### src/pkg/pma_rw_cfg.svh
// constants of the analog setting write and read-back block
// assumes it is included by bare name from the package and the design files
//
// How it works
// - dc-gain write: 3 bits shared, else per channel
// - output-swing read-back, 3 bits per channel
// - pre-tap read-back, 5 bits per channel
// - first post-tap read-back, 5 bits per channel
// - second post-tap read-back, 5 bits per channel
// - equalization read-back, 4 bits per channel
// - dc-gain read-back, 3 bits per channel
// - a write loads every channel's registers; in shared mode with logical addressing, only chan_addr_in's
`ifndef PMA_RW_CFG_SVH
`define PMA_RW_CFG_SVH

// ****************************************
// channel count and field widths
// ****************************************
`define NUM_CH 4
`define CH_IDX_W 2
`define SWING_W 3
`define TAP_W 5
`define EQ_W 4
`define DCG_W 3

// ****************************************
// reset values and legal codes
// ****************************************
`define SWING_RST 3'h0
`define TAP_RST 5'h00
`define EQ_RST 4'h0
`define DCG_RST 3'h0
`define DCG_MAX 3'h4

// ****************************************
// write sequencer state codes, one-hot
// ****************************************
`define ST_IDLE_CODE 2'h1
`define ST_COMMIT_CODE 2'h2

`endif

### src/pkg/pma_rw_pkg.sv
// types of the analog setting write and read-back block
// assumes the constants header sits in the include path
`default_nettype none
`include "pma_rw_cfg.svh"
package pma_rw_pkg;
    // write sequencer: take the request, then commit to the channels
    typedef enum logic [1:0] {
        ST_IDLE = `ST_IDLE_CODE,
        ST_COMMIT = `ST_COMMIT_CODE
    } wr_state_t;
endpackage : pma_rw_pkg
`default_nettype wire

### src/chan_setting_reg.sv
// one channel's analog control registers: swing, three taps, eq, dc gain
// assumes the load strobe and all data come from logic on the same clock
`timescale 1ns/100ps
`default_nettype none
`include "pma_rw_cfg.svh"
module chan_setting_reg (
    input wire logic mclk_in,
    input wire logic rstn_in,
    input wire logic load_in,
    input wire logic [`SWING_W-1:0] swing_in,
    input wire logic [`TAP_W-1:0] pre_in,
    input wire logic [`TAP_W-1:0] post1_in,
    input wire logic [`TAP_W-1:0] post2_in,
    input wire logic [`EQ_W-1:0] eq_in,
    input wire logic [`DCG_W-1:0] dcg_in,
    output logic [`SWING_W-1:0] swing_out,
    output logic [`TAP_W-1:0] pre_out,
    output logic [`TAP_W-1:0] post1_out,
    output logic [`TAP_W-1:0] post2_out,
    output logic [`EQ_W-1:0] eq_out,
    output logic [`DCG_W-1:0] dcg_out
);
    // ****************************************
    // held settings
    // ****************************************
    // outputs are the registers themselves, so read-back always shows what is held
    always_ff @(posedge mclk_in or negedge rstn_in) begin
        if (!rstn_in) begin
            swing_out <= `SWING_RST;
            pre_out <= `TAP_RST;
            post1_out <= `TAP_RST;
            post2_out <= `TAP_RST;
            eq_out <= `EQ_RST;
            dcg_out <= `DCG_RST;
        end else if (load_in) begin
            swing_out <= swing_in;
            pre_out <= pre_in;
            post1_out <= post1_in;
            post2_out <= post2_in;
            eq_out <= eq_in;
            dcg_out <= dcg_in;
        end
    end
endmodule : chan_setting_reg
`default_nettype wire

### src/pma_analog_setting_rw_ports.sv
// top of the analog setting write and read-back ports
// assumes write strobe, address and data come from controller logic on mclk_in
`timescale 1ns/100ps
`default_nettype none
`include "pma_rw_cfg.svh"
module pma_analog_setting_rw_ports #(
    parameter bit SHARED_CTRL = 1'b0 // 1: one field for all channels
) (
    input wire logic mclk_in,
    input wire logic rstn_in,
    input wire logic write_in, // one-cycle write request
    input wire logic logical_addr_en_in, // shared mode: write only chan_addr_in
    input wire logic [`CH_IDX_W-1:0] chan_addr_in,
    input wire logic [`SWING_W*(SHARED_CTRL ? 1 : `NUM_CH)-1:0] swing_write_in,
    input wire logic [`TAP_W*(SHARED_CTRL ? 1 : `NUM_CH)-1:0] pretap_write_in,
    input wire logic [`TAP_W*(SHARED_CTRL ? 1 : `NUM_CH)-1:0] post1_tap_write_in,
    input wire logic [`TAP_W*(SHARED_CTRL ? 1 : `NUM_CH)-1:0] post2_tap_write_in,
    input wire logic [`EQ_W*(SHARED_CTRL ? 1 : `NUM_CH)-1:0] eq_write_in,
    input wire logic [`DCG_W*(SHARED_CTRL ? 1 : `NUM_CH)-1:0] dcgain_write_in,
    output logic busy_out, // high in the commit cycle
    output logic dcgain_code_err_out, // sticky: an undefined code was written
    output logic [`SWING_W*`NUM_CH-1:0] swing_readback_out,
    output logic [`TAP_W*`NUM_CH-1:0] pretap_readback_out,
    output logic [`TAP_W*`NUM_CH-1:0] post1_tap_readback_out,
    output logic [`TAP_W*`NUM_CH-1:0] post2_tap_readback_out,
    output logic [`EQ_W*`NUM_CH-1:0] eq_readback_out,
    output logic [`DCG_W*`NUM_CH-1:0] dcgain_readback_out
);
    localparam int NW = SHARED_CTRL ? 1 : `NUM_CH; // fields per write input

    // ****************************************
    // request staging
    // ****************************************
    pma_rw_pkg::wr_state_t state_q; // write sequencer
    pma_rw_pkg::wr_state_t state_d;
    logic [`NUM_CH-1:0] mask_q; // channels the staged write reaches
    logic [`NUM_CH-1:0] mask_d;
    logic [`SWING_W*NW-1:0] stg_swing_q;
    logic [`TAP_W*NW-1:0] stg_pre_q;
    logic [`TAP_W*NW-1:0] stg_post1_q;
    logic [`TAP_W*NW-1:0] stg_post2_q;
    logic [`EQ_W*NW-1:0] stg_eq_q;
    logic [`DCG_W*NW-1:0] stg_dcg_q;
    logic err_d;
    wire take = write_in && (state_q == pma_rw_pkg::ST_IDLE);
    wire commit = (state_q == pma_rw_pkg::ST_COMMIT);
    wire [`NUM_CH-1:0] one_ch = `NUM_CH'(1) << chan_addr_in;
    // logical addressing exists only with a shared field
    wire sel_one = SHARED_CTRL && logical_addr_en_in;

    // ****************************************
    // next-state decode
    // ****************************************
    // a request while busy is dropped; the controller spaces them two cycles
    assign state_d = take ? pma_rw_pkg::ST_COMMIT : pma_rw_pkg::ST_IDLE;
    assign mask_d = sel_one ? one_ch : {`NUM_CH{1'b1}};

    // undefined gain codes have no setting; flag them, store them unchanged
    logic dcg_bad; // some written field is above the last legal code
    always_comb begin
        dcg_bad = 1'b0;
        for (int i = 0; i < NW; i++) begin
            if (dcgain_write_in[i*`DCG_W +: `DCG_W] > `DCG_MAX) begin
                dcg_bad = 1'b1;
            end
        end
    end
    assign err_d = dcgain_code_err_out || (take && dcg_bad);

    // sequencer and status flops
    always_ff @(posedge mclk_in or negedge rstn_in) begin
        if (!rstn_in) begin
            state_q <= pma_rw_pkg::ST_IDLE;
            busy_out <= 1'b0;
            dcgain_code_err_out <= 1'b0;
        end else begin
            state_q <= state_d;
            busy_out <= take;
            dcgain_code_err_out <= err_d;
        end
    end

    // staging flops, loaded only on an accepted request
    always_ff @(posedge mclk_in or negedge rstn_in) begin
        if (!rstn_in) begin
            mask_q <= '0;
            stg_swing_q <= '0;
            stg_pre_q <= '0;
            stg_post1_q <= '0;
            stg_post2_q <= '0;
            stg_eq_q <= '0;
            stg_dcg_q <= '0;
        end else if (take) begin
            mask_q <= mask_d;
            stg_swing_q <= swing_write_in;
            stg_pre_q <= pretap_write_in;
            stg_post1_q <= post1_tap_write_in;
            stg_post2_q <= post2_tap_write_in;
            stg_eq_q <= eq_write_in;
            stg_dcg_q <= dcgain_write_in;
        end
    end

    // ****************************************
    // per-channel registers
    // ****************************************
    // shared mode fans field 0 out to every channel; else channel i takes field i
    for (genvar i = 0; i < `NUM_CH; i++) begin : g_ch
        localparam int F = SHARED_CTRL ? 0 : i; // field index for this channel
        chan_setting_reg u_reg (
            .mclk_in(mclk_in),
            .rstn_in(rstn_in),
            .load_in(commit && mask_q[i]),
            .swing_in(stg_swing_q[F*`SWING_W +: `SWING_W]),
            .pre_in(stg_pre_q[F*`TAP_W +: `TAP_W]),
            .post1_in(stg_post1_q[F*`TAP_W +: `TAP_W]),
            .post2_in(stg_post2_q[F*`TAP_W +: `TAP_W]),
            .eq_in(stg_eq_q[F*`EQ_W +: `EQ_W]),
            .dcg_in(stg_dcg_q[F*`DCG_W +: `DCG_W]),
            // channel i lands at bits i*width, channel 0 lowest
            .swing_out(swing_readback_out[i*`SWING_W +: `SWING_W]),
            .pre_out(pretap_readback_out[i*`TAP_W +: `TAP_W]),
            .post1_out(post1_tap_readback_out[i*`TAP_W +: `TAP_W]),
            .post2_out(post2_tap_readback_out[i*`TAP_W +: `TAP_W]),
            .eq_out(eq_readback_out[i*`EQ_W +: `EQ_W]),
            .dcg_out(dcgain_readback_out[i*`DCG_W +: `DCG_W])
        );
    end

    // ****************************************
    // checks
    // ****************************************
    localparam int LT = `NUM_CH - 1; // last channel
    localparam int LF = SHARED_CTRL ? 0 : `NUM_CH - 1; // its write field

    AST_TAKE_THEN_COMMIT: assert property (@(posedge mclk_in) disable iff (!rstn_in)
        (write_in && state_q == pma_rw_pkg::ST_IDLE) |=> busy_out ##1 (!busy_out))
        else $error("accepted write not committed in one cycle");

    AST_PRETAP_CH0: assert property (@(posedge mclk_in) disable iff (!rstn_in)
        (take && mask_d[0]) |-> ##2 (pretap_readback_out[`TAP_W-1:0]
            == $past(pretap_write_in[`TAP_W-1:0], 2)))
        else $error("pre-tap read-back of channel 0 wrong after write");

    AST_POST1_LAST: assert property (@(posedge mclk_in) disable iff (!rstn_in)
        (take && mask_d[LT]) |-> ##2 (post1_tap_readback_out[LT*`TAP_W +: `TAP_W]
            == $past(post1_tap_write_in[LF*`TAP_W +: `TAP_W], 2)))
        else $error("first post-tap read-back of last channel wrong");

    AST_POST2_CH0: assert property (@(posedge mclk_in) disable iff (!rstn_in)
        (take && mask_d[0]) |-> ##2 (post2_tap_readback_out[`TAP_W-1:0]
            == $past(post2_tap_write_in[`TAP_W-1:0], 2)))
        else $error("second post-tap read-back of channel 0 wrong");

    AST_LAST_IN_TOP: assert property (@(posedge mclk_in) disable iff (!rstn_in)
        (take && mask_d[LT]) |-> ##2 (eq_readback_out[LT*`EQ_W +: `EQ_W]
            == $past(eq_write_in[LF*`EQ_W +: `EQ_W], 2)))
        else $error("last channel not in the top read-back bits");

    AST_SWING_HOLD: assert property (@(posedge mclk_in) disable iff (!rstn_in)
        (!commit) |=> $stable(swing_readback_out) && $stable(eq_readback_out))
        else $error("read-back changed without a commit");

    AST_DCG_SHARED: assert property (@(posedge mclk_in) disable iff (!rstn_in)
        (take && SHARED_CTRL && !logical_addr_en_in) |-> ##2
            (dcgain_readback_out == {`NUM_CH{$past(dcgain_write_in[`DCG_W-1:0], 2)}}))
        else $error("shared dc-gain field not fanned to all channels");

    AST_DCG_LAST: assert property (@(posedge mclk_in) disable iff (!rstn_in)
        (take && mask_d[LT]) |-> ##2 (dcgain_readback_out[LT*`DCG_W +: `DCG_W]
            == $past(dcgain_write_in[LF*`DCG_W +: `DCG_W], 2)))
        else $error("dc-gain read-back of last channel wrong");

    AST_ONE_CHANNEL: assert property (@(posedge mclk_in) disable iff (!rstn_in)
        (take && sel_one && chan_addr_in != `CH_IDX_W'(0)) |-> ##2
            $stable(pretap_readback_out[`TAP_W-1:0]))
        else $error("addressed write disturbed channel 0");
endmodule : pma_analog_setting_rw_ports
`default_nettype wire

### config.mk
export PLATFORM = sky130hd
export DESIGN_NAME = pma_analog_setting_rw_ports
export DESIGN_NICKNAME = d
export VERILOG_FILES = /design/src/pkg/pma_rw_pkg.sv /design/src/chan_setting_reg.sv /design/src/pma_analog_setting_rw_ports.sv
export VERILOG_INCLUDE_DIRS = /design/src /design/src/pkg
export SDC_FILE = /design/constraint.sdc
export NUM_CORES = 1
export LEC_CHECK = 0
export BUFFER_PORTS_ARGS = -buffer_cell sky130_fd_sc_hd__buf_2
export CAP_MARGIN = 20
export CORE_MARGIN = 2
export CORE_UTILIZATION = 45
export CTS_CLUSTER_DIAMETER = 120
export DETAILED_ROUTE_END_ITERATION = 7
export PLACE_DENSITY = 0.75
export RECOVER_POWER = 100
export SLEW_MARGIN = 20
export SYNTH_ARGS = -nofsm -noshare
export SYNTH_HDL_FRONTEND = slang
export SYNTH_SLANG_ARGS = --single-unit
### constraint.sdc
create_clock -name mclk_in -period 3.1 [get_ports mclk_in]
set_clock_uncertainty 0.2 [all_clocks]
set_input_delay 0.155 -clock mclk_in [delete_from_list [all_inputs] [get_ports mclk_in]]
set_output_delay 0.155 -clock mclk_in [all_outputs]
set_load 0.01 [all_outputs]
# == After elaboration in Yosys (flattened, before gate mapping) ==
# Cells that the tools add are included.
# totals
reg_bits,205
input_bits,106
output_inout_bits,102
word_cells,52
# classes
n_lt_le_gt_ge,4
eq_ne,2
mux,5
n_reduce_logical,7
# op_table
operator,count
$gt 3x3->1 const B,4
$logic_and 1x1->1,6
$mux 1,4
$eq 2x1->1 const B,1
$eq 2x2->1 const B,1
$mux 2,1
$logic_or 1x1->1,1

# == Logic depth before layout (Yosys ltp) ==
# Gate-level depths: netlist of the first run.
# depth
ltp_word,7
mapped_depth,6
mapped_depth_nobuf,4

# == By module ==
# A second synthesis of the first run with hierarchy kept.
# hier_totals
cells_unflattened,438
hier_area_um2,8501.9
# modules_own_cells
module,instances,cells_each,area_each_um2,seq_area_each_um2
pma_analog_setting_rw_ports,1,226,4367.9,2603.7
chan_setting_reg,4,53,1033.5,625.6

# == Least setup slack after synthesis of the first run ==
# Ideal clock, no wire load.
# synth_timing
path_type,register -> register
from,register state_q[0]
to,register g_ch[0].u_reg.dcg_out[0]
setup_ps,125
arrival_time_ps,1238
required_ps,2775
slack_ps,1537
path_stages_with_launch,5
n_path_buf,2
synth_period_minus_slack_ps,1563
path_cell_list,dfstp_2 > nand3b_4 > buf_6 > buf_6 > mux2_4
# synth_via
elab_chain_len,2
# synth_lines
element,line,rtl
from (decl),pma_analog_setting_rw_ports.sv:34,pma_rw_pkg::wr_state_t state_q;
from (signal assigned),pma_analog_setting_rw_ports.sv:73,state_q <= pma_rw_pkg::ST_IDLE;
from (signal assigned),pma_analog_setting_rw_ports.sv:77,state_q <= state_d;
$eq 2x2->1,pma_analog_setting_rw_ports.sv:46,wire commit = (state_q == pma_rw_pkg::ST_COMMIT);
$logic_and 1x1->1,pma_analog_setting_rw_ports.sv:113,".load_in(commit && mask_q[i]),"
to (signal assigned),chan_setting_reg.sv:34,dcg_out <= `DCG_RST;
to (signal assigned),chan_setting_reg.sv:41,dcg_out <= dcg_in;
to (decl),chan_setting_reg.sv:21,output logic [`DCG_W-1:0] dcg_out
# Every way passes these cells.
# A chain may end at the register's enable or synchronous reset.

# == Final worst setup path of the first run ==
# layout_timing
from,register state_q[0]
to,register g_ch[0].u_reg.eq_out[0]
# layout_via
elab_chain_len,2
# layout_lines
element,line,rtl
$eq 2x2->1,pma_analog_setting_rw_ports.sv:46,
$logic_and 1x1->1,pma_analog_setting_rw_ports.sv:113,
to (signal assigned),chan_setting_reg.sv:33,eq_out <= `EQ_RST;
to (signal assigned),chan_setting_reg.sv:40,eq_out <= eq_in;
to (decl),chan_setting_reg.sv:20,"output logic [`EQ_W-1:0] eq_out,"
# Every way passes these cells.

==> results of run 1 <==
## cells by family after synthesis
family | after synthesis | share of synthesized area, %
AO/OA/AOI/OAI | 5 | 0.342
buffers and inverters | 34 | 3.20
flip-flops | 204 | 63.4
multiplexers | 100 | 18.6
AND/OR/NAND/NOR | 304 | 14.5
## layer usage
metal	vias up	wire length [µm]	share of wire, %
li1	2687	-	-
met1	2750	7950	41
met2	183	9670	50
met3	44	1180	6.1
met4	0	606	3.1
met5	-	0	0
## synth_stat cells
master | number | share of area [%]
nand2b_1 | 1 | 0.078
inv_1 | 1 | 0.047
buf_1 | 1 | 0.047
nand3b_4 | 1 | 0.25
clkbuf_1 | 1 | 0.047
mux2_4 | 100 | 19
nand4_1 | 1 | 0.078
nand3b_1 | 1 | 0.093
dfrtp_1 | 203 | 63
buf_4 | 9 | 0.84
nand2_1 | 300 | 14
buf_2 | 11 | 0.68
dfstp_2 | 1 | 0.33
buf_6 | 11 | 1.5
a21o_1 | 1 | 0.093
o21ai_0 | 4 | 0.25
## power by group through the flow
stage               clock [mW]  sequential, mW  combinational (mW)
CTS                       2.76            4.12                2.72
detailed placement           0            4.13                2.62
global placement             0            4.10                2.54
floorplan                    0            4.37                1.29
finish                    2.70            4.12                2.07
global route              2.87            4.24                2.29
## state kept, by name (all words and copies together), names as in the netlist
register,cells
busy_out,1
dcgain_code_err_out,1
g_ch.u_reg.dcg_out,12
g_ch.u_reg.eq_out,16
g_ch.u_reg.post1_out,20
g_ch.u_reg.post2_out,20
g_ch.u_reg.pre_out,20
g_ch.u_reg.swing_out,12
mask_q,1
state_q,1
stg_dcg_q,12
stg_eq_q,16
stg_post1_q,20
stg_post2_q,20
stg_pre_q,20
stg_swing_q,12
## cell type report
cell class                      instances  share of cell area (%)
Multi-Input combinational cell        409                    22.2
Antenna cell                            2                  0.0477
Timing Repair Buffer                  312                    19.1
Clock buffer                           33                    6.70
Inverter                                1                  0.0477
Clock inverter                          7                   0.597
Sequential cell                       204                    48.7
Tap cell                              225                    2.68
## final timing paths
check	start	endpoint
setup / recovery	state_q[0]	g_ch[0].u_reg.eq_out[0]
hold / removal	rstn_in	g_ch[2].u_reg.eq_out[1]
setup reg to reg	state_q[0]	g_ch[0].u_reg.eq_out[0]
hold reg to reg	stg_pre_q[11]	stg_pre_q[11]
max in group asynchronous	rstn_in	g_ch[3].u_reg.post1_out[0]
min in group mclk_in	pretap_write_in[5]	stg_pre_q[5]
## worst max-delay path, cell delays in order (launching register included)
cell	delay (ps)
dfstp_2	370
nand3b_2	740
buf_12	450
mux2_1	360
## metrics by stage
stage                     hold WS, ps  area [µm²]
after floorplan                  -341        8060
after global placement           74.7        9250
after detailed placement         75.8        9250
after CTS                        47.5       11000
after global routing              143       10500
final                            81.9       10500
==> reports/summary.txt, run 1 <==
Most common cell after layout, fill and taps aside - nand2_1
Fin crit share - 73.6%
Fin. Hold Viols - 0
Core Box Area - 17400 µm²
DRC errors left - 0
Multi-input gate area - 2330 µm²
Hold Crit Class - in2async
PostCTS Resize Cnt - 0
Combinational Power Share - 23.3%
Status - finished, final reports clean
Int Pwr - 6.10 mW
Drt initial violations - 174
CTS buffer count - 22
Clock network power share - 30.4%
Finish-stage setup viols - 0
M3 GR Usage - 5.04%
Crit path launch type - flip-flop
CP max FO - 40
Worst Path Required - 3270 ps
Pwr Density - 847 nW/µm²
Psw - 2.78 mW
Global routing usage on met2 - 36.4%
Final Core Density - 60.2%
CTS Sinks - 204
Worst Max-Slew Pin Slew - 1290 ps
Sw Ratio - 31.3%
Io pins - 208
FF-to-FF path depth - 3
Deepest clock path buffer count - 3
Routability cong. - 0.763
Dpl ws - 1010 ps
Max-Cap Viols - 0
Fraction of layout cells with a size suffix above 1 - 16.0%
First-pass GRT wire length - 30.3 mm
Die ar. - 19000 µm²
Clock transition at path regs - 60 ps
Final WS setup - 819 ps
Fmax - 0.438 GHz
Seq/Total Area, Yosys - 63.4%
All-Layer GR Usage - 20.4%
DRT Pass-1 Iters - 4
Worst Path Arrival - 2450 ps
Setup TNS - 0 ps
Synthesis-to-layout area growth - 30.1%
Crit end category - flip-flop
GRT met1 Usage - 23.8%
Register bit total from synthesis - 204
Final Non-Filler Cells - 1193
CTS Root Cell - clkbuf_16
Wire per inst - 16.3 µm
WL final - 19.4 mm
FF+latch area - 5110 µm²
Global route hottest layer - met2
CTS Hold Buffers Added - 101
Worst-case vdd ir drop - 602 µV
Die X - 138 µm
Nets - 1056
Port bufs - 204
Die Y - 138 µm
Final Power - 8.88 mW
RSZ-0062 raised after global routing - false
GRT Residual Overflow - 0
Distinct cells, synth - 16
Fin crit period - 2280 ps
Synthesized area per cell - 12.5 µm²
Pin count of the biggest net entering global routing - 103
Synth Instances - 647
Yosys warnings - 0
Relative slew margins - 13.9%
Inst Count DP - 1050
Vias/cell - 4.75
Post-CTS setup buffers - 0
Flop pwr share - 46.3%
DP HPWL - 10.6 mm
Antenna violations before repair - 2
CTS tree - done
Number of global-route vias before repair - 6081
Mapped Area - 8060 µm²
Pleak - 5.30 nW
Post-route ant nets - 0
Vias - 5664
Slew Limit Fails - 0
Worst Setup Path Type - reg2reg
Commonest cells after routing, fill and taps aside - nand2_1, dfrtp_1, clkbuf_1
Std-Cell Rows - 48
Clk_lat worst skew - 500 ps
Initial core utilization - 46.3%
H-tree Lvls - 1
Syn Nets - 753
Fillcell total - 1473
Worst R2R Setup Slack - 820 ps
(Power assumes the default switching activity.)
==> inputs of run 2 (changes only) <==
--- a/config.mk
+++ b/config.mk
@@ -12,7 +12,7 @@
 export CORE_UTILIZATION = 45
 export CTS_CLUSTER_DIAMETER = 120
 export DETAILED_ROUTE_END_ITERATION = 7
-export PLACE_DENSITY = 0.75
+export PLACE_DENSITY = 0.77
 export RECOVER_POWER = 100
 export SLEW_MARGIN = 20
 export SYNTH_ARGS = -nofsm -noshare
==> constraint.sdc (replaced) <==
create_clock -name mclk_in -period 1.95 [get_ports mclk_in]
set_clock_uncertainty 0.2 [all_clocks]
set_input_delay 0.0975 -clock mclk_in [delete_from_list [all_inputs] [get_ports mclk_in]]
set_output_delay 0.0975 -clock mclk_in [all_outputs]
set_load 0.01 [all_outputs]
==> run 2 against run 1 <==
Wire length grew 2.3%. Critical path depth stayed put. Cell area increased by 1.3%. Utilization rose by 0.80 points. Combinational power grew 70%. Sequential power is 59% higher. Worst hold slack better by 30 ps. Via count increased by 1.8%. Critical endpoint is now g_ch[2].u_reg.swing_out[1].
==> reports/summary.txt, run 2 (synthesis gave the netlist of run 1 again) <==
CTS buffer count - 21 (-4.5%)
Deepest clock path buffer count - 3 (unchanged)
Top Family by Delay on Critical Path - flip-flops
Status - finished, final reports clean
Max-Cap Viols - 0 (unchanged)
Flop pwr share - 46.4% (about the same)
WL final - 19.9 mm (+2.3%)
Relative slew margins - 56.7% (+43 points)
Setup TNS - 0 ps (unchanged)
CTS tree - done
Antenna Cells - 0 (-2)
CP max FO - 22 (-45%)
Clock network power share - 28.7% (-1.7 points)
Io pins - 208 (unchanged)
Worst Path Required - 2120 ps (-1150 ps)
DRT Pass-1 Iters - 6 (+2)
Fillcell total - 1431 (-2.9%)
Placed Area - 9340 µm² (+0.97%)
Nets - 1064 (+0.76%)
Worst Path Buf+Inv - 1 (unchanged)
Pwr Density - 1330 nW/µm² (+57%)
CTS Sinks - 204 (unchanged)
Finish-stage setup viols - 0 (unchanged)
Clk_lat worst skew - 510 ps (about the same)
Wire per inst - 16.6 µm (+1.9%)
Routability cong. - 0.747 (-2.1%)
Combinational Power Share - 24.9% (+1.6 points)
Die Y - 138 µm (unchanged)
Crit end category - flip-flop
Most common cell after layout, fill and taps aside - nand2_1
Commonest cells after routing, fill and taps aside - nand2_1, dfrtp_1, clkbuf_1
Slew Limit Fails - 0 (unchanged)
Std-Cell Rows - 48 (unchanged)
Fraction of layout cells with a size suffix above 1 - 18.2% (+2.2 points)
Psw - 4.42 mW (+59%)
DRC errors left - 0 (unchanged)
Fin crit share - 92.7% (+19 points)
Post-route ant nets - 0 (unchanged)
CP max-delay cell - dfstp_1
Clock transition at path regs - 60 ps (about the same)
Port bufs - 204 (unchanged)
Fin. Hold Viols - 0 (unchanged)
Worst-case vdd ir drop - 880 µV (+46%)
Vias/cell - 4.82 (+1.5%)
Worst Setup Path Type - reg2reg
Synthesis-to-layout area growth - 31.9%
H-tree Lvls - 1 (unchanged)
Drt initial violations - 170 (-2.3%)
Pleak - 5.42 nW (+2.2%)
Fmax - 0.553 GHz (+26%)
Fin crit period - 1810 ps (-474 ps)
Sw Ratio - 31.3% (+0.037 points)
Worst Path Arrival - 1980 ps (-470 ps)
Hold Crit Class - in2reg
Die ar. - 19000 µm² (unchanged)
Worst Max-Slew Pin Slew - 649 ps (-643 ps)
CTS Root Cell - clkbuf_16
CP peak stage delay - 530 ps (-210 ps)
RSZ-0062 raised after global routing - false
Final Cell Area - 10600 µm² (+1.3%)
CP cell instances - nand3b_4 > buf_4 > mux2_4
Antenna violations before repair - 0 (-2)
Number of global-route vias before repair - 6156 (+1.2%)
Initial core utilization - 46.3% (unchanged)
First-pass GRT wire length - 30.8 mm (+1.6%)
Pin count of the biggest net entering global routing - 57 (-45%)
GRT Residual Overflow - 0 (unchanged)
Crit path launch type - flip-flop
All-Layer GR Usage - 20.7% (+0.34 points)
Die X - 138 µm (unchanged)
DP HPWL - 11.0 mm (+4.4%)
Vias - 5768 (+1.8%)
Int Pwr - 9.69 mW (+59%)
Core Box Area - 17400 µm² (unchanged)
==> run 2: repair_timing <==
action,in CTS,in global routing
hold endpoints to repair,306,0
hold buffers,103,0
gates resized for setup,0,0
setup buffers,0,0
==> run 2: final timing paths <==
kind / from / slack (ps) / cells after the start / to
min in group asynchronous: rstn_in / 460 / 3 / g_ch[1].u_reg.eq_out[2]
max in group asynchronous: rstn_in / 340 / 4 / g_ch[2].u_reg.post2_out[1]
setup / recovery: state_q[0] / 140 / 3 / g_ch[2].u_reg.swing_out[1]
hold / removal: eq_write_in[1] / 110 / 4 / stg_eq_q[1]
setup reg to reg: state_q[0] / 140 / 3 / g_ch[2].u_reg.swing_out[1]
hold reg to reg: stg_post2_q[7] / 270 / 2 / stg_post2_q[7]
==> run 2: power by group through the flow <==
stage / clock network (mW) / logic, mW / registers, mW
after global placement: 0 / 4.08 / 6.52
after floorplan: 0 / 2.06 / 6.95
after CTS: 4.14 / 4.36 / 6.54
after global routing: 4.31 / 3.86 / 6.73
final: 4.05 / 3.51 / 6.55
after detailed placement: 0 / 4.19 / 6.57
==> run 2: metrics by stage <==
step / util [%] / setup slack (ps) / instances / hold WS, ps / power (mW)
after floorplan: - / 387 / 647 / -398 / 9.01
after global placement: 53.6 / 265 / 1057 / -106 / 10.6
after detailed placement: 53.6 / 250 / 1057 / -104 / 10.8
after CTS: 63.5 / 214 / 1197 / 91.9 / 15.0
after global routing: 61.0 / 79.0 / 1197 / 119 / 14.9
final: 61.0 / 143 / 1197 / 112 / 14.1
==> run 2: per-layer routing <==
layer  track usage (%)  wire [µm]  share of wire, %
met1              25.0       8240                42
met2              36.7       9750                49
met5                 0          0                 0
met3              5.59       1400               7.0
met4              5.67        461               2.3
==> run 2: area by class of cell <==
cell class | count | area, µm² | share of cell area, %
clock buffers | 29 | 596 | 5.60
clock inverters | 8 | 97.6 | 0.918
inverters | 1 | 5.00 | 0.0471
multi-input cells | 409 | 2420 | 22.7
flip-flops and latches | 204 | 5110 | 48.0
well taps | 225 | 282 | 2.65
repair buffers | 321 | 2120 | 20.0
==> run 2: worst register-to-register path: stages (launching register included) <==
cell and delay (ps):
dfstp_1 530, nand3b_4 180, buf_4 390, mux2_4 360
